## src/design/srs_cfg.svh

```systemverilog
// Purpose: constants of the reset supervisor (offsets, fields, resets, times)
// Assumes: register byte address is four times the index
// Notes: times are in microseconds, clock rate in MHz
`ifndef SRS_CFG_SVH
`define SRS_CFG_SVH
`define SRS_CLK_MHZ 100
`define SRS_CNT_W 22
`define SRS_IDX_WDCTL 10'h000
`define SRS_IDX_MODE 10'h001
`define SRS_IDX_RSRC 10'h003
`define SRS_IDX_REGCTL 10'h010
`define SRS_IDX_SUPST 10'h01B
`define SRS_IDX_EVEN 10'h01C
`define SRS_IDX_EVT 10'h061
`define SRS_IDX_STARTUP 10'h073
`define SRS_IDX_SWDEV 10'h074
`define SRS_WMC_LSB 5
`define SRS_RLC_LSB 4
`define SRS_AUXSUC_BIT 3
`define SRS_SDM_BIT 2
`define SRS_WMC_AUTO 3'h1
`define SRS_WMC_TIMEOUT 3'h2
`define SRS_WMC_WINDOW 3'h4
`define SRS_WMC_RST 3'h4
`define SRS_STARTUP_RST 8'h00
`define SRS_SWDEV_RST 8'h00
`define SRS_AUX_OFF 2'h0
`define SRS_AUX_ALL 2'h3
`define SRS_TW_RST_00_US 20000
`define SRS_TW_RST_01_US 10000
`define SRS_TW_RST_10_US 3600
`define SRS_TW_RST_11_US 1000
`define SRS_TSTARTUP_US 1000
`define SRS_RS_NONE 4'h0
`define SRS_RS_V1UV 4'h1
`define SRS_RS_NVPROG 4'h2
`define SRS_RS_EXT 4'h3
`define SRS_RS_WD_WIN_OVF 4'h4
`define SRS_RS_WD_EARLY 4'h5
`define SRS_RS_WD_TO_OVF 4'h6
`define SRS_RS_WD_CHG 4'h7
`define SRS_RS_LEAVE_OFF 4'h8
`define SRS_RS_WAKE 4'h9
`define SRS_RS_DIAG_WAKE 4'hA
`define SRS_RS_LEAVE_OTP 4'hB
`define SRS_RS_ILL_SLEEP 4'hC
`define SRS_RS_FDE_WAKE 4'hD
`define SRS_RESP_OKAY 2'h0
`define SRS_RESP_SLVERR 2'h2
`endif

```

## src/design/srs_pkg.sv

```systemverilog
// Purpose: types of the reset supervisor
// Assumes: nothing
// Notes: mode codes are also the values of the mode register
package srs_pkg;
  typedef enum logic [2:0] {
    SRS_OFF = 3'b000,
    SRS_RESET = 3'b001,
    SRS_STANDBY = 3'b010,
    SRS_NORMAL = 3'b011,
    SRS_SLEEP = 3'b100,
    SRS_OVERTEMP = 3'b101
  } srs_mode_t;
  typedef logic [3:0] srs_rsrc_t;
endpackage

```

## src/design/srs_top.sv

```systemverilog
// Purpose: reset, mode and supervision logic of a system basis chip
// Assumes: all inputs synchronous to SYS_CLK_I; analog comparators outside
// Notes: reset line is open drain; OE high pulls it low
// Summary of operation
// RULE_01: watchdog mode field value 001 selects autonomous mode.
// RULE_02: autonomous: timeout in Normal or Standby with receive low, else off.
// RULE_03: autonomous wake-up forces receive pin low and restarts the watchdog.
// RULE_04: autonomous wake-up captured in Sleep moves the device to Standby.
// RULE_05: any system reset enters Reset mode and pulses the reset line low.
// RULE_06: the latest of thirteen reset sources is recorded.
// RULE_07: reset line is open drain; external low drive is a reset.
// RULE_08: external party holds the line low for the minimum pulse width.
// RULE_09: reset with main regulator undervoltage counts as cold start.
// RULE_10: cold start pulse width follows reset length field bits 5:4.
// RULE_11: warm start always uses the shortest pulse width, setting 11.
// RULE_12: at power-up auxiliary config loads 00 or 11 from bit 3.
// RULE_13: main undervoltage enters Reset except in Sleep or Overtemp.
// RULE_14: window overflow, early trigger, or pending-fail timeout overflow resets.
// RULE_15: rewriting watchdog control in Normal mode causes a reset.
// RULE_16: leaving Off/Overtemp, programming, sleep wake-ups, illegal sleep reset.
// RULE_17: overtemperature outside Sleep/Off enters Overtemp, drives line low, supplies off.
// RULE_18: below release threshold Overtemp goes through Reset to Standby.
// RULE_19: above warning threshold set warning status and capture warning event.
// RULE_20: low battery enters Off; 5 V main regulator stays on above 2 V.
// RULE_21: battery up plus start-up delay moves Off to Reset, sets power-on event.
// RULE_22: main regulator below 90 % raises enabled event; status shows level.
// RULE_23: timeout overflow captures failure; reset only if failure already pending.
// RULE_24: line held low full width; new source restarts the pulse timer.
`include "srs_cfg.svh"
`timescale 1ns/100ps
`default_nettype none
module srs_top #(
  parameter int unsigned RST_CYC_00 = `SRS_TW_RST_00_US * `SRS_CLK_MHZ,
  parameter int unsigned RST_CYC_01 = `SRS_TW_RST_01_US * `SRS_CLK_MHZ,
  parameter int unsigned RST_CYC_10 = `SRS_TW_RST_10_US * `SRS_CLK_MHZ,
  parameter int unsigned RST_CYC_11 = `SRS_TW_RST_11_US * `SRS_CLK_MHZ,
  parameter int unsigned STARTUP_CYC = `SRS_TSTARTUP_US * `SRS_CLK_MHZ,
  parameter bit VARIANT_5V = 1'b1
) (
  input wire logic SYS_CLK_I,
  input wire logic RST_N_I,
  input wire logic [11:0] S_AXI_AWADDR_I,
  input wire logic S_AXI_AWVALID_I,
  output logic S_AXI_AWREADY_O,
  input wire logic [31:0] S_AXI_WDATA_I,
  input wire logic [3:0] S_AXI_WSTRB_I,
  input wire logic S_AXI_WVALID_I,
  output logic S_AXI_WREADY_O,
  output logic [1:0] S_AXI_BRESP_O,
  output logic S_AXI_BVALID_O,
  input wire logic S_AXI_BREADY_I,
  input wire logic [11:0] S_AXI_ARADDR_I,
  input wire logic S_AXI_ARVALID_I,
  output logic S_AXI_ARREADY_O,
  output logic [31:0] S_AXI_RDATA_O,
  output logic [1:0] S_AXI_RRESP_O,
  output logic S_AXI_RVALID_O,
  input wire logic S_AXI_RREADY_I,
  input wire logic RESET_LINE_I,
  output logic RESET_LINE_O,
  output logic RESET_LINE_OE_O,
  input wire logic BAT_PON_I,
  input wire logic BAT_POFF_I,
  input wire logic BAT_BELOW_2V_I,
  input wire logic MAIN_UV_I,
  input wire logic MAIN_BELOW_90_I,
  input wire logic TEMP_OTP_ACT_I,
  input wire logic TEMP_OTP_REL_I,
  input wire logic TEMP_WARN_I,
  input wire logic RXD_LOW_I,
  input wire logic WAKE_LOCAL_I,
  input wire logic WAKE_BUS_I,
  input wire logic WAKE_DIAG_I,
  input wire logic WAKE_FDE_I,
  input wire logic WD_WIN_OVF_I,
  input wire logic WD_EARLY_I,
  input wire logic WD_TO_OVF_I,
  input wire logic NV_PROG_DONE_I,
  output logic [2:0] MODE_O,
  output logic WD_TIMEOUT_O,
  output logic WD_WINDOW_O,
  output logic WD_RESTART_O,
  output logic RXD_FORCE_LOW_O,
  output logic MAIN_REG_EN_O,
  output logic AUX_REG_EN_O,
  output logic XCVR_EN_O,
  output logic [1:0] MAIN_THRESH_O
);
  localparam int CW = `SRS_CNT_W;

  srs_pkg::srs_mode_t mode_q, mode_d;
  logic aw_q, w_q, bvalid_q, rvalid_q;
  logic [9:0] awidx_q;
  logic [7:0] wdata_q;
  logic wstrb_q;
  logic [1:0] bresp_q, rresp_q;
  logic [31:0] rdata_q;
  logic [2:0] wmc_q;
  logic [2:0] startup_q;
  logic sdm_q, uv_en_q;
  logic [1:0] aux_cfg_q, thresh_q;
  logic po_q, otw_q, uvw_q, wdf_q, wake_q;
  logic overtemp_warn_status_q, b90_q, nvp_q, drv_q, drv_prev_q, wd_rst_q;
  logic cold_q;
  srs_pkg::srs_rsrc_t rsrc_q, src;
  logic [CW-1:0] cnt_q, pcnt_q;
  logic cold, do_wr, auto, to_on, pon_done, wake_any, wake_set;
  logic ext_low, mon, ill_sleep, wd_chg;
  logic [7:0] rd;

  function automatic logic srs_hit(input logic [9:0] idx);
    case (idx)
      `SRS_IDX_WDCTL, `SRS_IDX_MODE, `SRS_IDX_RSRC, `SRS_IDX_REGCTL,
      `SRS_IDX_SUPST, `SRS_IDX_EVEN, `SRS_IDX_EVT, `SRS_IDX_STARTUP,
      `SRS_IDX_SWDEV: srs_hit = 1'b1;
      default: srs_hit = 1'b0;
    endcase
  endfunction

  // pulse length in cycles minus one; warm start always takes setting 11
  function automatic logic [CW-1:0] srs_len(input logic [1:0] sel, input logic c);
    case (c ? sel : 2'h3)
      2'h0: srs_len = CW'(RST_CYC_00 - 1);
      2'h1: srs_len = CW'(RST_CYC_01 - 1);
      2'h2: srs_len = CW'(RST_CYC_10 - 1);
      default: srs_len = CW'(RST_CYC_11 - 1);
    endcase
  endfunction

  // ---------------- AXI4-Lite slave ----------------
  assign S_AXI_AWREADY_O = ~aw_q & ~bvalid_q;
  assign S_AXI_WREADY_O = ~w_q & ~bvalid_q;
  assign S_AXI_ARREADY_O = ~rvalid_q;
  assign S_AXI_BVALID_O = bvalid_q;
  assign S_AXI_BRESP_O = bresp_q;
  assign S_AXI_RVALID_O = rvalid_q;
  assign S_AXI_RRESP_O = rresp_q;
  assign S_AXI_RDATA_O = rdata_q;
  assign do_wr = aw_q & w_q;

  always_ff @(posedge SYS_CLK_I or negedge RST_N_I) begin
    if (!RST_N_I) begin
      aw_q <= 1'b0;
      w_q <= 1'b0;
      bvalid_q <= 1'b0;
      bresp_q <= `SRS_RESP_OKAY;
      awidx_q <= 10'h000;
      wdata_q <= 8'h00;
      wstrb_q <= 1'b0;
    end else begin
      if (S_AXI_AWVALID_I && S_AXI_AWREADY_O) begin
        aw_q <= 1'b1;
        awidx_q <= S_AXI_AWADDR_I[11:2];
      end
      if (S_AXI_WVALID_I && S_AXI_WREADY_O) begin
        w_q <= 1'b1;
        wdata_q <= S_AXI_WDATA_I[7:0];
        wstrb_q <= S_AXI_WSTRB_I[0];
      end
      if (do_wr) begin
        aw_q <= 1'b0;
        w_q <= 1'b0;
        bvalid_q <= 1'b1;
        bresp_q <= srs_hit(awidx_q) ? `SRS_RESP_OKAY : `SRS_RESP_SLVERR;
      end else if (bvalid_q && S_AXI_BREADY_I) begin
        bvalid_q <= 1'b0;
      end
    end
  end

  always_comb begin
    rd = 8'h00;
    case (S_AXI_ARADDR_I[11:2])
      `SRS_IDX_WDCTL: rd = {wmc_q, 5'h00};
      `SRS_IDX_MODE: rd = {5'h00, mode_q};
      `SRS_IDX_RSRC: rd = {cold_q, 3'h0, rsrc_q};
      `SRS_IDX_REGCTL: rd = {4'h0, aux_cfg_q, thresh_q};
      `SRS_IDX_SUPST: rd = {5'h00, to_on, overtemp_warn_status_q, b90_q};
      `SRS_IDX_EVEN: rd = {7'h00, uv_en_q};
      `SRS_IDX_EVT: rd = {3'h0, wake_q, wdf_q, uvw_q, otw_q, po_q};
      `SRS_IDX_STARTUP: rd = {2'h0, startup_q, 3'h0};
      `SRS_IDX_SWDEV: rd = {5'h00, sdm_q, 2'h0};
      default: rd = 8'h00;
    endcase
  end

  always_ff @(posedge SYS_CLK_I or negedge RST_N_I) begin
    if (!RST_N_I) begin
      rvalid_q <= 1'b0;
      rdata_q <= 32'h0000_0000;
      rresp_q <= `SRS_RESP_OKAY;
    end else if (S_AXI_ARVALID_I && S_AXI_ARREADY_O) begin
      rvalid_q <= 1'b1;
      rdata_q <= {24'h000000, rd};
      rresp_q <= srs_hit(S_AXI_ARADDR_I[11:2]) ? `SRS_RESP_OKAY : `SRS_RESP_SLVERR;
    end else if (rvalid_q && S_AXI_RREADY_I) begin
      rvalid_q <= 1'b0;
    end
  end

  // ---------------- watchdog gating ----------------
  assign auto = (wmc_q == `SRS_WMC_AUTO); // RULE_01
  always_comb begin
    to_on = 1'b0;
    case (wmc_q)
      `SRS_WMC_AUTO: to_on = ~sdm_q & ((mode_q == srs_pkg::SRS_NORMAL) |
        ((mode_q == srs_pkg::SRS_STANDBY) & (RXD_LOW_I | wake_q))); // RULE_02
      `SRS_WMC_TIMEOUT: to_on = (mode_q == srs_pkg::SRS_NORMAL) |
        (mode_q == srs_pkg::SRS_STANDBY) | (mode_q == srs_pkg::SRS_SLEEP);
      `SRS_WMC_WINDOW: to_on = (mode_q == srs_pkg::SRS_STANDBY) |
        (mode_q == srs_pkg::SRS_SLEEP);
      default: to_on = 1'b0;
    endcase
  end
  assign WD_TIMEOUT_O = to_on;
  assign WD_WINDOW_O = (wmc_q == `SRS_WMC_WINDOW) & (mode_q == srs_pkg::SRS_NORMAL);
  assign WD_RESTART_O = wd_rst_q;
  assign RXD_FORCE_LOW_O = wake_q & auto; // RULE_03

  // ---------------- reset sources ----------------
  assign wake_any = WAKE_LOCAL_I | WAKE_BUS_I | WAKE_DIAG_I | WAKE_FDE_I;
  assign wake_set = auto & wake_any & ((mode_q == srs_pkg::SRS_NORMAL) |
    (mode_q == srs_pkg::SRS_STANDBY) | (mode_q == srs_pkg::SRS_SLEEP)); // RULE_03
  // the line is released one cycle before it is watched again, so the pull-up
  // has time to lift it before an external low is believed
  assign ext_low = ~RESET_LINE_I & ~drv_q & ~drv_prev_q; // RULE_07
  assign wd_chg = do_wr & wstrb_q & (awidx_q == `SRS_IDX_WDCTL) &
    (mode_q == srs_pkg::SRS_NORMAL); // RULE_15
  assign ill_sleep = do_wr & wstrb_q & (awidx_q == `SRS_IDX_MODE) &
    (wdata_q[2:0] == srs_pkg::SRS_SLEEP) & wake_q;
  assign pon_done = BAT_PON_I & (pcnt_q == CW'(STARTUP_CYC - 1)); // RULE_21
  assign mon = (mode_q != srs_pkg::SRS_SLEEP) & (mode_q != srs_pkg::SRS_OFF);

  always_comb begin
    src = `SRS_RS_NONE;
    cold = 1'b0;
    case (mode_q)
      srs_pkg::SRS_OFF: begin
        if (pon_done) begin
          src = nvp_q ? `SRS_RS_NVPROG : `SRS_RS_LEAVE_OFF; // RULE_16
        end
        cold = 1'b1;
      end
      srs_pkg::SRS_OVERTEMP: begin
        if (TEMP_OTP_REL_I) begin
          src = `SRS_RS_LEAVE_OTP; // RULE_18
        end
        cold = 1'b1;
      end
      default: begin
        if (MAIN_UV_I && mode_q != srs_pkg::SRS_SLEEP) begin
          src = `SRS_RS_V1UV; // RULE_13
        end else if (ext_low) begin
          src = `SRS_RS_EXT; // RULE_07
        end else if (WD_WIN_OVF_I) begin
          src = `SRS_RS_WD_WIN_OVF; // RULE_14
        end else if (WD_EARLY_I) begin
          src = `SRS_RS_WD_EARLY; // RULE_14
        end else if (WD_TO_OVF_I && wdf_q) begin
          src = `SRS_RS_WD_TO_OVF; // RULE_23
        end else if (wd_chg) begin
          src = `SRS_RS_WD_CHG; // RULE_15
        end else if (mode_q == srs_pkg::SRS_SLEEP && !auto) begin
          if (WAKE_LOCAL_I || WAKE_BUS_I) begin
            src = `SRS_RS_WAKE; // RULE_16
          end else if (WAKE_DIAG_I) begin
            src = `SRS_RS_DIAG_WAKE;
          end else if (WAKE_FDE_I) begin
            src = `SRS_RS_FDE_WAKE;
          end
        end else if (ill_sleep) begin
          src = `SRS_RS_ILL_SLEEP; // RULE_16
        end
        // undervoltage before or during Reset keeps the start cold
        cold = MAIN_UV_I | (mode_q == srs_pkg::SRS_SLEEP) |
          ((mode_q == srs_pkg::SRS_RESET) & cold_q); // RULE_09
      end
    endcase
  end

  // ---------------- mode sequencing ----------------
  always_comb begin
    mode_d = mode_q;
    if (BAT_POFF_I || NV_PROG_DONE_I) begin
      mode_d = srs_pkg::SRS_OFF; // RULE_20
    end else if (TEMP_OTP_ACT_I && mon && mode_q != srs_pkg::SRS_OVERTEMP) begin
      mode_d = srs_pkg::SRS_OVERTEMP; // RULE_17
    end else if (src != `SRS_RS_NONE) begin
      mode_d = srs_pkg::SRS_RESET; // RULE_05
    end else begin
      case (mode_q)
        srs_pkg::SRS_RESET: begin
          if (cnt_q == '0) begin
            mode_d = srs_pkg::SRS_STANDBY; // RULE_18
          end
        end
        srs_pkg::SRS_NORMAL, srs_pkg::SRS_STANDBY: begin
          if (do_wr && wstrb_q && awidx_q == `SRS_IDX_MODE) begin
            case (wdata_q[2:0])
              srs_pkg::SRS_NORMAL: mode_d = srs_pkg::SRS_NORMAL;
              srs_pkg::SRS_STANDBY: mode_d = srs_pkg::SRS_STANDBY;
              srs_pkg::SRS_SLEEP: mode_d = srs_pkg::SRS_SLEEP;
              default: mode_d = mode_q;
            endcase
          end
        end
        srs_pkg::SRS_SLEEP: begin
          if (wake_set) begin
            mode_d = srs_pkg::SRS_STANDBY; // RULE_04
          end
        end
        default: mode_d = mode_q;
      endcase
    end
  end

  always_ff @(posedge SYS_CLK_I or negedge RST_N_I) begin
    if (!RST_N_I) begin
      mode_q <= srs_pkg::SRS_OFF;
      drv_q <= 1'b1;
      drv_prev_q <= 1'b1;
    end else begin
      mode_q <= mode_d;
      drv_q <= (mode_d == srs_pkg::SRS_RESET) | (mode_d == srs_pkg::SRS_OVERTEMP) |
        (mode_d == srs_pkg::SRS_OFF); // RULE_17
      drv_prev_q <= drv_q;
    end
  end

  // pulse timer restarts on every new source while the pulse runs
  always_ff @(posedge SYS_CLK_I or negedge RST_N_I) begin
    if (!RST_N_I) begin
      cnt_q <= '0;
      rsrc_q <= `SRS_RS_NONE;
      cold_q <= 1'b0;
    end else if (src != `SRS_RS_NONE && mode_d == srs_pkg::SRS_RESET) begin
      cnt_q <= srs_len(startup_q[`SRS_RLC_LSB-3 +: 2], cold); // RULE_24 RULE_10 RULE_11
      rsrc_q <= src; // RULE_06
      cold_q <= cold; // RULE_09
    end else if (mode_q == srs_pkg::SRS_RESET && cnt_q != '0) begin
      cnt_q <= cnt_q - 1'b1; // RULE_24
    end
  end

  always_ff @(posedge SYS_CLK_I or negedge RST_N_I) begin
    if (!RST_N_I) begin
      pcnt_q <= '0;
    end else if (mode_q != srs_pkg::SRS_OFF || !BAT_PON_I) begin
      pcnt_q <= '0;
    end else if (!pon_done) begin
      pcnt_q <= pcnt_q + 1'b1; // RULE_21
    end
  end

  always_ff @(posedge SYS_CLK_I or negedge RST_N_I) begin
    if (!RST_N_I) begin
      nvp_q <= 1'b0;
    end else if (NV_PROG_DONE_I) begin
      nvp_q <= 1'b1;
    end else if (mode_q == srs_pkg::SRS_OFF && pon_done) begin
      nvp_q <= 1'b0;
    end
  end

  // ---------------- configuration registers ----------------
  always_ff @(posedge SYS_CLK_I or negedge RST_N_I) begin
    if (!RST_N_I) begin
      wmc_q <= `SRS_WMC_RST;
      startup_q <= 3'(`SRS_STARTUP_RST >> 3);
      sdm_q <= 1'(`SRS_SWDEV_RST >> `SRS_SDM_BIT);
      uv_en_q <= 1'b0;
      thresh_q <= 2'h0;
    end else if (do_wr && wstrb_q) begin
      case (awidx_q)
        `SRS_IDX_WDCTL: begin
          if (mode_q != srs_pkg::SRS_NORMAL) begin
            wmc_q <= wdata_q[`SRS_WMC_LSB +: 3];
          end
        end
        `SRS_IDX_STARTUP: startup_q <= wdata_q[5:3];
        `SRS_IDX_SWDEV: sdm_q <= wdata_q[`SRS_SDM_BIT];
        `SRS_IDX_EVEN: uv_en_q <= wdata_q[0];
        `SRS_IDX_REGCTL: thresh_q <= wdata_q[1:0];
        default: uv_en_q <= uv_en_q;
      endcase
    end
  end

  // power-up load wins over a software write in the same cycle
  always_ff @(posedge SYS_CLK_I or negedge RST_N_I) begin
    if (!RST_N_I) begin
      aux_cfg_q <= `SRS_AUX_OFF;
    end else if (mode_q == srs_pkg::SRS_OFF && pon_done) begin
      aux_cfg_q <= startup_q[`SRS_AUXSUC_BIT-3] ? `SRS_AUX_ALL : `SRS_AUX_OFF; // RULE_12
    end else if (do_wr && wstrb_q && awidx_q == `SRS_IDX_REGCTL) begin
      aux_cfg_q <= wdata_q[3:2];
    end
  end

  // ---------------- status and events (events write one to clear, set wins) ----------------
  always_ff @(posedge SYS_CLK_I or negedge RST_N_I) begin
    if (!RST_N_I) begin
      po_q <= 1'b0;
      otw_q <= 1'b0;
      uvw_q <= 1'b0;
      wdf_q <= 1'b0;
      wake_q <= 1'b0;
      overtemp_warn_status_q <= 1'b0;
      b90_q <= 1'b0;
      wd_rst_q <= 1'b0;
    end else begin
      overtemp_warn_status_q <= TEMP_WARN_I & mon; // RULE_19
      b90_q <= MAIN_BELOW_90_I; // RULE_22
      wd_rst_q <= wake_set; // RULE_03
      if (mode_q == srs_pkg::SRS_OFF && pon_done) begin
        po_q <= 1'b1; // RULE_21
      end else if (do_wr && wstrb_q && awidx_q == `SRS_IDX_EVT && wdata_q[0]) begin
        po_q <= 1'b0;
      end
      if (TEMP_WARN_I && mon && !overtemp_warn_status_q) begin
        otw_q <= 1'b1; // RULE_19
      end else if (do_wr && wstrb_q && awidx_q == `SRS_IDX_EVT && wdata_q[1]) begin
        otw_q <= 1'b0;
      end
      if (MAIN_BELOW_90_I && !b90_q && uv_en_q) begin
        uvw_q <= 1'b1; // RULE_22
      end else if (do_wr && wstrb_q && awidx_q == `SRS_IDX_EVT && wdata_q[2]) begin
        uvw_q <= 1'b0;
      end
      if (WD_TO_OVF_I) begin
        wdf_q <= 1'b1; // RULE_23
      end else if (do_wr && wstrb_q && awidx_q == `SRS_IDX_EVT && wdata_q[3]) begin
        wdf_q <= 1'b0;
      end
      if (wake_set) begin
        wake_q <= 1'b1;
      end else if (do_wr && wstrb_q && awidx_q == `SRS_IDX_EVT && wdata_q[4]) begin
        wake_q <= 1'b0;
      end
    end
  end

  // ---------------- supply and pin outputs ----------------
  assign MODE_O = mode_q;
  assign RESET_LINE_O = 1'b0;
  assign RESET_LINE_OE_O = drv_q; // RULE_05
  // main regulator also feeds the external transistor, so aux settings 10 and 11 go off with it, but 11 stays on in Sleep
  assign MAIN_REG_EN_O = (mode_q == srs_pkg::SRS_NORMAL) |
    (mode_q == srs_pkg::SRS_STANDBY) | (mode_q == srs_pkg::SRS_RESET) |
    ((mode_q == srs_pkg::SRS_OFF) & VARIANT_5V & ~BAT_BELOW_2V_I); // RULE_20 RULE_17
  always_comb begin
    AUX_REG_EN_O = 1'b0;
    case (aux_cfg_q)
      2'h1: AUX_REG_EN_O = (mode_q == srs_pkg::SRS_NORMAL);
      2'h2: AUX_REG_EN_O = MAIN_REG_EN_O & (mode_q != srs_pkg::SRS_OFF);
      2'h3: AUX_REG_EN_O = (MAIN_REG_EN_O & (mode_q != srs_pkg::SRS_OFF)) |
        (mode_q == srs_pkg::SRS_SLEEP);
      default: AUX_REG_EN_O = 1'b0;
    endcase
  end
  assign XCVR_EN_O = (mode_q == srs_pkg::SRS_NORMAL);
  assign MAIN_THRESH_O = thresh_q;
endmodule
`default_nettype wire

```

## config.mk

```make
export PLATFORM = sky130hd
export DESIGN_NAME = srs_top
export DESIGN_NICKNAME = d
export VERILOG_FILES = /design/src/design/srs_pkg.sv /design/src/design/srs_top.sv
export VERILOG_INCLUDE_DIRS = /design/src /design/src/design
export SDC_FILE = /design/constraint.sdc
export NUM_CORES = 1
export LEC_CHECK = 0
export BUFFER_PORTS_ARGS = -buffer_cell sky130_fd_sc_hd__buf_2
export CAP_MARGIN = 40
export CORE_MARGIN = 10
export CORE_UTILIZATION = 59
export DETAILED_ROUTE_END_ITERATION = 16
export GPL_TIMING_DRIVEN = 0
export PLACE_DENSITY = 0.86
export SYNTH_ARGS = -nofsm -noshare
export SYNTH_HDL_FRONTEND = slang
export SYNTH_SLANG_ARGS = --single-unit
```

## constraint.sdc

```tcl
create_clock -name SYS_CLK_I -period 5.7 [get_ports SYS_CLK_I]
set_input_delay 0.57 -clock SYS_CLK_I [delete_from_list [all_inputs] [get_ports SYS_CLK_I]]
set_output_delay 0.57 -clock SYS_CLK_I [all_outputs]
set_load 0.01 [all_outputs]
```

# Word level (Yosys, flattened, before mapping)
# Cells that the tools add are included.
[word_totals]
in_bits = 85
latchBits = 0
out_inout_bits = 55
rom_bits = 0
n_memories = 0
regBits = 110
ram_bits = 0
wordCells = 245
[op_classes]
muxes = 62
order_cmp = 0
mul = 0
addsub = 2
n_shift = 0
bitwise = 47
n_eq_ne = 39
reduce_logical = 63
div_mod_pow = 0
[op_table]
columns = ["operator", "n"]
rows = [
  ["$mux W22", 4],
  ["$pmux W8 S9", 1],
  ["$pmux W21 S3", 1],
  ["$eq A10 B5 Y1 const B", 6],
  ["$eq A10 B7 Y1 const B", 6],
  ["$mux W4", 14],
  ["$logic_and A1 B1 Y1", 26],
  ["$mux W1", 25],
  ["$reduce_bool A2 Y1", 12],
  ["$and A1 B1 Y1", 23],
  ["$add A22 B1 Y22 const B", 1],
  ["$eq A22 B17 Y1 const B", 1],
  ["$logic_not A22 Y1", 1],
  ["$reduce_bool A22 Y1", 1],
  ["$sub A22 B1 Y22 const B", 1],
  ["$eq A10 B1 Y1 const B", 2],
  ["$eq A10 B2 Y1 const B", 2],
  ["$logic_not A10 Y1", 2],
  ["$mux W3", 6],
  ["$pmux W3 S3", 2],
  ["$reduce_or A9 Y1", 2],
  ["$eq A3 B2 Y1 const B", 5],
  ["$eq A3 B3 Y1 const B", 5],
  ["$or A1 B1 Y1", 15],
  ["19 further kinds", 49],
]

# Logic depth before layout (Yosys ltp)
# Gate-level depths: netlist of run 1.
[logic_depth]
depth_word = 21
ltp_mapped = 9
ltp_nobuf = 9

# Worst setup path after synthesis of run 1
# OpenSTA, ideal clock, no wires.
[synth_path]
kind = "register to register"
startpoint = "register mode_q[0] (netlist: MODE_O[0])"
endpoint = "register cnt_q[14]"
setup_ns = 0.127
t_arrival_ns = 2.174
slack_ns = 3.398
path_buffers = 1
period_less_slack_ns = 2.302
path_stages_with_launch = 9
required_time_ns = 5.573
cell_sequence = "dfrtp_1 > or3b_1 > clkbuf_1 > o21ai_1 > nor4_2 > o31ai_2 > nand4_4 > nand2_4 > mux2_1"
[synth_via]
elab_chain_cells = 17
word_cells_on_any_way = 51
classes_between = "eq/ne (10); mux (20); bitwise (8); reduce/logical (13)"
[synth_rtl]
columns = ["item", "line_no", "source"]
rows = [
  ["from (decl)", "srs_top.sv:91", "srs_pkg::srs_mode_t mode_q, mode_d;"],
  ["from (signal assigned)", "srs_top.sv:319", "mode_q <= srs_pkg::SRS_OFF;"],
  ["from (signal assigned)", "srs_top.sv:323", "mode_q <= mode_d;"],
  ["$eq A3 B3 Y1", "--", ""],
  ["$logic_and A1 B1 Y1", "srs_top.sv:263", "end else if (mode_q == srs_pkg::SRS_SLEEP && !auto) begin"],
  ["$mux W4", "srs_top.sv:263", ""],
  ["$mux W4", "srs_top.sv:261", "end else if (wd_chg) begin"],
  ["$mux W4", "srs_top.sv:259", "end else if (WD_TO_OVF_I && wdf_q) begin"],
  ["$mux W4", "srs_top.sv:257", "end else if (WD_EARLY_I) begin"],
  ["$mux W4", "srs_top.sv:255", "end else if (WD_WIN_OVF_I) begin"],
  ["$mux W4", "srs_top.sv:253", "end else if (ext_low) begin"],
  ["$mux W4", "srs_top.sv:251", "if (MAIN_UV_I && mode_q != srs_pkg::SRS_SLEEP) begin"],
  ["$pmux W4 S2", "srs_top.sv:237", "case (mode_q)"],
  ["$reduce_bool A4 Y1 (no line)", "--", ""],
  ["$mux W3", "srs_top.sv:288", "end else if (src != `SRS_RS_NONE) begin"],
  ["$mux W3", "srs_top.sv:286", "end else if (TEMP_OTP_ACT_I && mon && mode_q != srs_pkg::SRS_OVERTEMP) begin"],
  ["$mux W3", "srs_top.sv:284", "if (BAT_POFF_I || NV_PROG_DONE_I) begin"],
  ["$eq A3 B1 Y1", "srs_top.sv:336", "end else if (src != `SRS_RS_NONE && mode_d == srs_pkg::SRS_RESET) begin"],
  ["$logic_and A1 B1 Y1", "srs_top.sv:336", ""],
  ["$mux W22 / $reduce_bool A2 Y1 (equally long branches)", "--", ""],
  ["to (signal assigned)", "srs_top.sv:337", "cnt_q <= srs_len(startup_q[`SRS_RLC_LSB-3 +: 2], cold);"],
  ["to (signal assigned)", "srs_top.sv:341", "cnt_q <= cnt_q - 1'b1;"],
  ["to (decl)", "srs_top.sv:106", "logic [CW-1:0] cnt_q, pcnt_q;"],
]
# Parallel ways exist; a longest one is shown, timed or not.
# A chain may end at the register's enable or synchronous reset.

# Worst setup path after layout of run 1
[layout_path]
startpoint = "register mode_q[2] (netlist: MODE_O[2])"
endpoint = "output port WD_TIMEOUT_O"
[layout_via]
elab_chain_cells = 5
word_cells_on_any_way = 10
classes_between = "eq/ne (3); mux (1); bitwise (6)"
[layout_rtl]
columns = ["item", "line_no", "source"]
rows = [
  ["$eq A3 B2 Y1", "srs_top.sv:207, srs_top.sv:209, srs_top.sv:210", ""],
  ["$and A1 B1 Y1", "srs_top.sv:207", "((mode_q == srs_pkg::SRS_STANDBY) & (RXD_LOW_I | wake_q)));"],
  ["$or A1 B1 Y1", "srs_top.sv:206", "`SRS_WMC_AUTO: to_on = ~sdm_q & ((mode_q == srs_pkg::SRS_NORMAL) |"],
  ["$and A1 B1 Y1", "srs_top.sv:206", ""],
  ["$pmux W1 S3 *", "srs_top.sv:205", "case (wmc_q)"],
  ["to (decl)", "srs_top.sv:80", "output logic WD_TIMEOUT_O,"],
]
# Mark *: on every way between the ends. The rest lies on a longest branch, timed or not.

==> results of run 1 <==
-- cell usage in the layout, fill, tap and decap left out, types with 4 or more instances in the layout --
cell type / count
nand3_1: 16
nor4_1: 10
and3_1: 6
clkbuf_8: 9
or2_2: 4
xnor2_1: 15
nor4b_1: 5
dfrtp_1: 105
nor2_1: 62
a21oi_1: 22
nand4_1: 14
nor2b_1: 9
nand2_1: 59
o21ai_0: 16
nand2b_1: 4
o211ai_1: 4
buf_4: 28
a21o_1: 8
or3_1: 7
mux2_2: 29
buf_2: 76
xor2_1: 26
ha_1: 8
a22o_1: 13
inv_1: 22
nor3_1: 18
clkbuf_1: 19
conb_1: 27
and2_1: 11
a31oi_1: 5
mux2i_1: 15
-- critical path, stage by stage (launching register included) --
cell and delay, ns:
dfrtp_1 0.47, clkbuf_1 0.42, nor3b_1 0.50, nor2_1 0.15, o32ai_1 0.57, buf_2 0.24
-- cells by family after synthesis --
family,share of synthesized area (%)
other cells,0.0603
flops,43.5
fa+ha+maj,1.61
simple gates,22.6
buf+inv,6.24
xor+xnor,5.77
mux,8.03
compound gates,12.2
-- registers in the layout, indices dropped and copies added (netlist names), 2 cells and up --
register / cells
MODE_O: 3
wdata_q: 8
wmc_q: 3
rsrc_q: 4
cnt_q: 22
MAIN_THRESH_O: 2
awidx_q: 10
startup_q: 3
S_AXI_RDATA_O: 8
pcnt_q: 22
aux_cfg_q: 2
-- routing by layer --
layer,global-route usage [%],wire length [microns],vias to the layer above,share of wire (%)
met2,35.2,7810,250,49
li1,-,-,2450,-
met5,0,0,-,0
met1,26.7,6420,2519,40
met3,5.28,1350,35,8.5
met4,7.00,356,0,2.2
-- power by group --
group / internal [mW] / switching, mW
logic: 0.199 / 0.200
registers: 0.873 / 0.126
clock network: 0.162 / 0.273
-- worst max path at each step --
stage / from / end / slack, ns
2_1_floorplan: MODE_O[0]$_DFF_PN0_ / cnt_q[14]$_DFFE_PN0P_ / 3.40
3_3_place_gp: MODE_O[2]$_DFF_PN0_ / WD_TIMEOUT_O / 2.90
6_report: MODE_O[2]$_DFF_PN0_ / WD_TIMEOUT_O / 2.40
4_1_cts: MODE_O[2]$_DFF_PN0_ / WD_TIMEOUT_O / 2.49
3_5_place_dp: MODE_O[2]$_DFF_PN0_ / WD_TIMEOUT_O / 2.91
5_1_grt: MODE_O[2]$_DFF_PN0_ / WD_TIMEOUT_O / 2.33
-- layout make-up --
class / count / area, sq um / area share, %
antenna: 1 / 2.50 / 0.0354
buffer: 49 / 305 / 4.31
inverter: 22 / 82.6 / 1.17
sequential: 108 / 2710 / 38.2
multi-input combinational: 486 / 3220 / 45.5
tap: 136 / 170 / 2.40
clock inverter: 7 / 48.8 / 0.690
timing repair buffer: 78 / 414 / 5.85
clock buffer: 9 / 124 / 1.75
-- metrics by stage --
step                cells  hold WS (ns)
floorplan             665         0.274
global placement      877         0.364
CTS                   895         0.170
global route          896         0.167
detailed placement    879         0.372
finish                896         0.161
==> results.md, run 1 <==
- The maximum buffer depth of the clock tree is 2.
- The HPWL after detailed placement is 12,700 microns.
- The number of antenna violations at the first check in global routing is 1.
- In this run the tightest slew margin relative to its limit is a little under half.
- The pin count of the biggest net entering global routing is 70.
- After detailed routing, the average wire length per cell comes to 17.8 microns.
- The number of global-route vias before repair is 5,242.
- For this run, design rule violations remaining after detail routing come to 0.
- The first-pass GRT wire length is ~26,000 microns.
- The number of cells on the worst reg-to-reg path is 7.
- At the end of the flow the core is filled with cells to ~70%.
- From synthesis to final layout, the design area changed by 13.8%.
- The launch instance of the worst register-to-register path is MODE_O[2]$_DFF_PN0_.
- The synthesized design contains 0 enable-type register cells.
- TritonCTS built the clock tree.
- For this block, the via count after detailed routing is 5,254.
- The cell area after technology mapping is 6220 sq um.
- The analysis attributes to cell leakage a power of 3.21 nW.
- The clock transition at the registers of the reported paths is 0.10 ns.
- The number of maximum-capacitance violations is 0.
- Counting instances in the post-synthesis netlist gives the leading cell types as 105 x dfrtp_1, 62 x nor2_1, 59 x nand2_1.
- The power after layout is 1.83 mW.
- For the finished layout, the period the worst path requires is 3.30 ns.
- The dominant register cell in the synthesized netlist is dfrtp_1.
- The detailed-router iteration count before antenna repair is 5.
- In this run the core area contains 37 standard-cell rows.
- Yosys mapped the design onto a little under 80 distinct sky130hd cell types.
- For this run, the post-layout net count is ~850.
- Setup repair after global routing left no endpoint under its margin.
- The maximum clock skew at final layout is between 0.01 and 0.015 ns.
- The worst setup path is launched from a register.
- Among all cell types in the netlist, the one instantiated most often is dfrtp_1.
- The capturing element type of the critical path is a primary output.
- The placer's final routability congestion estimate is 0.906.
- The number of sinks on the clock net is between 100 and 150.
- Across the VDD grid, the largest voltage drop is 0.000222 V.
- The slew at the pin with the worst max-slew slack is 0.794 ns.
- The path class of the tightest hold or removal check is in -> async.
- At the worst endpoint, the arrival time is 2.73 ns.
- The period utilization is 57.9%.
- The number of max-slew violations in the final report is 0.
- The number of hold-slack violations in the final timing report is 0.
- Along the worst path, the maximum fanout reaches 10.
- The post-cts repair resize count is 0.
- The fraction of the yosys area taken by sequential cells is a little over two fifths.
- The number of filler cells placed in the layout is 814.
- The post-place setup slack is 2.91 ns.
- The final critical-path setup slack is 2.40 ns.
- Pin placement for this block handled 140 I/O pins.
- The die covers 15,000 sq um.
- The cell taking the most area after synthesis is dfrtp_1.
- The run finished with clean final reports.
- The number of violations reported at the end of detailed-routing iteration 0 is 514.
- The setup check on the worst reg-to-reg path leaves a slack of between 2 and 3 ns.
- The clock latency at the later pin of the worst-skew pair is 0.38 ns.
- The count of antenna-violating nets left after detailed routing is 0.
- In the final layout, the share of cells above drive strength 1 is 22.7%.
- The count of input and output buffers is 76.
- The die is 123 microns wide.
- The total power density per cell area is 259 nW/um^2.
- The per-cell via count in the routed design is 5.86.
- In the synthesized netlist, the number of instances is around 640.
- Once placement finished, the instance area stood at 6900 sq um.
- The TritonCTS buffer count is 9.
- The synthesized design contains 108 register bits.
- The post-CTS setup-driven buffer insertion count is 0.
- The share of Yosys cell area claimed by the top area cell type is between 40% and 50%.
- Setup violations remaining at the end of the flow were counted as 0.
- After global routing the overflow that remains totals 0.
- After detailed routing, the total wire length is roughly 16,000 microns.
- In this run the critical register-to-register path is captured at cold_q$_DFFE_PN0P_.
- Global routing used 21.3% of the available tracks across all layers.
- The total number of H-tree levels is 3.
- The required time reported for the critical path endpoint is 5.13 ns.
- The hold buffer count at CTS is 0.
- In the synthesized netlist the async set-or-reset flop fraction comes to between 90% and 100%.
- The core area is 10,300 sq um.
- The worst setup path category is reg -> out.
- The yosys synthesis warning count is 0.
- After routing the design area is 7080 sq um.
- Sorting the synthesized cells by area gives the leading types as dfrtp_1 42%, mux2_2 5.3%, nor2_1 3.7%.
- The starting density of the core is 60.5%.
- For this run, the top clock speed supported by timing is 303 MHz.
- The vertical die dimension is 123 microns.
- The average cell area after synthesis is 9.73 sq um.
- After routing, the total negative slack on setup checks comes to 0 ns.
- The root buffer cell is clkbuf_8.
Power figures use the tool's default switching activity.
==> inputs of run 2 (changes only) <==
--- a/config.mk
+++ b/config.mk
@@ -6,13 +6,14 @@
 export SDC_FILE = /design/constraint.sdc
 export NUM_CORES = 1
 export LEC_CHECK = 0
+export ABC_AREA = 1
 export BUFFER_PORTS_ARGS = -buffer_cell sky130_fd_sc_hd__buf_2
 export CAP_MARGIN = 40
 export CORE_MARGIN = 10
-export CORE_UTILIZATION = 59
+export CORE_UTILIZATION = 55
 export DETAILED_ROUTE_END_ITERATION = 16
 export GPL_TIMING_DRIVEN = 0
-export PLACE_DENSITY = 0.86
+export PLACE_DENSITY = 0.81
 export SYNTH_ARGS = -nofsm -noshare
 export SYNTH_HDL_FRONTEND = slang
 export SYNTH_SLANG_ARGS = --single-unit
==> constraint.sdc (replaced) <==
create_clock -name SYS_CLK_I -period 3.1 [get_ports SYS_CLK_I]
set_input_delay 0.31 -clock SYS_CLK_I [delete_from_list [all_inputs] [get_ports SYS_CLK_I]]
set_output_delay 0.31 -clock SYS_CLK_I [all_outputs]
set_load 0.01 [all_outputs]
==> results.md, run 2 <==
- The library cell used most frequently in the layout, excluding fill and tap cells, is nand2_1.
- The number of maximum-capacitance violations is 0.
- The first global-routing pass estimated 27,000 microns of wire.
- For this run, the slowest stage of the critical path takes ~0.5 ns.
- The number of global-route vias before repair is 5,601.
- The Yosys step of the flow raised 0 warnings.
- The area occupied by registers is 2710 sq um.
- The critical path goes through nand2_1 > nor2_1 > nand4_1 > nand3_1 > inv_1 > nand2_1 > nand2_1 > nand2_1 > nor2_4 > nand2_4 > nand2_4 > buf_6 > nand2_1 > nand2_1 > nand2_1 > nand2_1.
- The HPWL after detailed placement is 12,600 microns.
- Setup repair after global routing left no endpoint under its margin.
- The main combinational cell family by area after synthesis is simple AND/OR/NAND/NOR gates.
- Of all cell types, the one taking the most synthesized area is dfrtp_1.
- The initialized floorplan defines 39 standard-cell rows.
- The total power density per cell area is 566 nW/um^2.
- The total grt overflow is 0.
- Summed over all cells, the static leakage comes to around 3.9 nW.
- The congestion estimate from routability-driven global placement came to 0.958.
- The fraction of the mapped netlist area in adder cells is 1.57%.
- Headroom to the max-slew limit came out at between 50 and 60%.
- After clock tree synthesis, the clock-pin slew on the worst setup and hold paths is ~0.080 ns.
- The cell type of the slowest stage on the worst timing path is nor2_1.
- The final net count is between 1,000 and 1,500.
- The largest registers in the layout are cnt_q (22), pcnt_q (22), awidx_q (10).
- The vertical die dimension is between 100 and 150 microns.
- The number of filler cells placed in the layout is 1,008.
- The placed instances occupy a cell area of 7080 sq um.
- For the worst setup path, the data required time is between 3 and 4 ns.
- Among all flip-flop cells after synthesis, the most frequent one is dfrtp_1.
- The TritonCTS buffer count is 9.
- The number of antenna violations at the first check in global routing was 0.
- The xor and xnor area share after synthesis is roughly 2.1%.
- The root buffer cell chosen for the clock tree is clkbuf_16.
- The internal reg-to-reg setup slack is 0.63 ns.
- Counting flops with a built-in enable in the synthesized netlist gives 0.
- The average cell area after synthesis is 7.36 sq um.
- For the final routed database, the setup TNS stands at 0 ns.
- The worst setup path category is reg -> reg.
- The number of antenna diodes in the final layout is 0.
- In this run the critical register-to-register path is captured at cnt_q[18]$_DFFE_PN0P_.
- The pin count of the biggest net entering global routing is slightly below 60.
- The top-level port count is 140.
- The floorplan step set the die width to roughly 130 microns.
- The clock latency at the later pin of the worst-skew pair is approximately 0.36 ns.
- The residual DRC count is 0.
- The async set-or-reset flop fraction in the synthesized netlist is 100%.
- The number of hold-slack violations in the final timing report came to 5.
- TritonCTS built the clock tree.
- The most common cell in the synthesized netlist is nand2_1.
- The maximum net fanout on the critical path is 10.
- The final-report setup violation count is 0.
- By area the synthesized netlist is led by dfrtp_1 41%, nand2_1 11%, inv_1 7.3%.
- After clock tree synthesis, the setup repair step added 0 buffers.
- The most prevalent standard cell on the critical path is nand2_1.
- The nature of the critical path startpoint is a register.
- The number of cells after detailed placement is 1,116.
- The hold buffer count at CTS is 0.
- The type of the worst min-delay path is in -> async.
- The relative area change from synthesis to final layout is 16.1%.
- The total wire length is ~16,000 microns.
- The number of cells on the worst reg-to-reg path is 16.
- In this run the remaining antenna-violating nets after routing total 0.
- The worst-case IR drop observed on VDD is 0.000455 V.
- The total number of H-tree levels is 3.
- The multi-input gate area in the final layout is between 3000 and 4000 sq um.
- By count the netlist is led by 192 x nand2_1, 124 x inv_1, 112 x nor2_1.
- The detailed-router iteration count before antenna repair is 6.
- Across all hold checks on the routed design, the worst slack comes to -0.0114 ns.
- The count of distinct cell types in the synthesized netlist is 47.
- After synthesis, flip-flops and latches occupy 42.5% of the total area.
- The number of gates resized after CTS was 0.
- The count of input and output buffers is between 80 and 90.
- The number of max-slew violations in the final report came to 0.
- The maximum clock skew at final layout is a little over 0.008 ns.
- The share of layout cells above drive strength 1 is around 16%.
- The flow ran to the end, but the final reports show violations.
- The core area is 11,400 sq um.
- At the worst endpoint, the arrival time is between 2 and 3 ns.
- Timing would allow up to 405 MHz.
- The synthesized netlist devotes 10.8% of its cell area to compound gates.
- In this run the biggest area consumer among cell types represents between 40% and 50% of the synthesized area.
- The number of sinks on the clock net is approximately 110.
- For this run, the number of standard cells in the final layout without fillers is around 1,100.
- Dividing the final minimum period by the clock period gives about four fifths.
- The per-cell via count in the routed design is 5.31.
- The final reports fail on negative hold slack.
- The starting density of the core is 56.0%.
- In this run the critical register-to-register path is launched from aw_q$_DFFE_PN0P_.
- The average routed wire per standard cell is between 10 and 15 microns.
- Once layout is done, the placed cells without fillers occupy about 7400 sq um.
- The maximum buffer depth of the clock tree is 2.
- The worst setup path is captured at a register.
- The most critical setup path has its startpoint at aw_q$_DFFE_PN0P_.
- The multiplexer share of the synthesized area is 0.865%.
- Of the total synthesized cell area, the portion taken by AND, OR, NAND and NOR gates is between 30% and 40%.
- The cell area after technology mapping is 6370 sq um.
- The number of violations reported at the end of detailed-routing iteration 0 is 504.
- The number of synthesized register bits is 108.
- The area of the die is 16,300 sq um.
- The slew at the pin with the worst max-slew slack is 0.705 ns.
- The top cell types in the final layout, fill and taps aside, are 192 x nand2_1, 124 x inv_1, 112 x nor2_1, 105 x dfrtp_1, 81 x buf_2.
- In the global route stage, overall resource usage came out at between 20% and 30%.
- After technology mapping, the gate count stands at 865.
- The shortest period the worst path allows is 2.47 ns.
- The via count of the routed design is ~6,000.
[run 2: changes by cell type after synthesis, sizes merged, moves of 19 or more]
| cell | previous run | this run |
|---|---|---|
| nand2 | 61 | 198 |
| inv | 22 | 126 |
| nor2 | 62 | 120 |
| nand3 | 17 | 60 |
| o21ai | 19 | 51 |
| mux2 | 31 | 4 |
| nor3 | 18 | 37 |
[run 2: routing by layer]
layer  vias to the layer above  wire length, microns  global-route usage [%]
met5                         -                     0                       0
met4                         0                   212                    5.10
met3                        22                  1330                    5.50
met2                       227                  7720                    32.3
met1                      2769                  7120                    26.1
li1                       2992                     -                       -
[run 2: critical path, delay by kind of cell (launching register included)]
family / cells / cell delay (ns)
buf+inv: 2 / 0.21
flops: 1 / 0.38
simple gates: 14 / 1.75
[run 2: worst max-delay path by stage]
| stage | end | depth (start not counted) | slack [ns] |
|---|---|---|---|
| finish | cnt_q[18]$_DFFE_PN0P_ | 16 | 0.63 |
| global placement | cnt_q[7]$_DFFE_PN0P_ | 1 | 0.48 |
| CTS | cnt_q[18]$_DFFE_PN0P_ | 17 | 0.67 |
| detailed placement | cnt_q[18]$_DFFE_PN0P_ | 15 | 0.71 |
| floorplan | cnt_q[18]$_DFFE_PN0P_ | 15 | 1.06 |
| global route | cnt_q[18]$_DFFE_PN0P_ | 15 | 0.37 |
[run 2: cell families after synthesis]
kind of cell	count (synthesis)
other	1
flip-flops	108
AO/OA/AOI/OAI	120
XOR/XNOR	15
multiplexers	5
AND/OR/NAND/NOR	443
buffers and inverters	165
adder cells (fa/ha/maj)	8
[run 2: where the power goes]
| group | switching [mW] | total, mW | internal [mW] |
|---|---|---|---|
| clock | 0.561 | 1.23 | 0.665 |
| sequential | 0.228 | 1.92 | 1.69 |
| combinational | 0.647 | 1.04 | 0.393 |
| total | 1.44 | 4.18 | 2.75 |
[run 2: cell type report]
type | count | share of cell area [%]
clock buffer | 10 | 3.23
timing repair buffer | 82 | 5.89
multi-input combinational | 618 | 40.8
tap | 143 | 2.42
buffer | 39 | 3.67
clock inverter | 6 | 1.03
inverter | 126 | 6.40
sequential | 108 | 36.6
[run 2: per-stage QoR]
stage / setup slack [ns] / power (mW) / util (%) / hold slack [ns]
global route: 0.367 / 4.45 / 65.0 / 0.0397
global placement: 0.475 / 2.90 / 62.0 / 0.381
floorplan: 1.06 / 2.64 / - / 0.0144
detailed placement: 0.707 / 2.96 / 62.3 / 0.382
finish: 0.633 / 4.18 / 65.0 / -0.0114
CTS: 0.669 / 4.19 / 65.0 / 0.0160
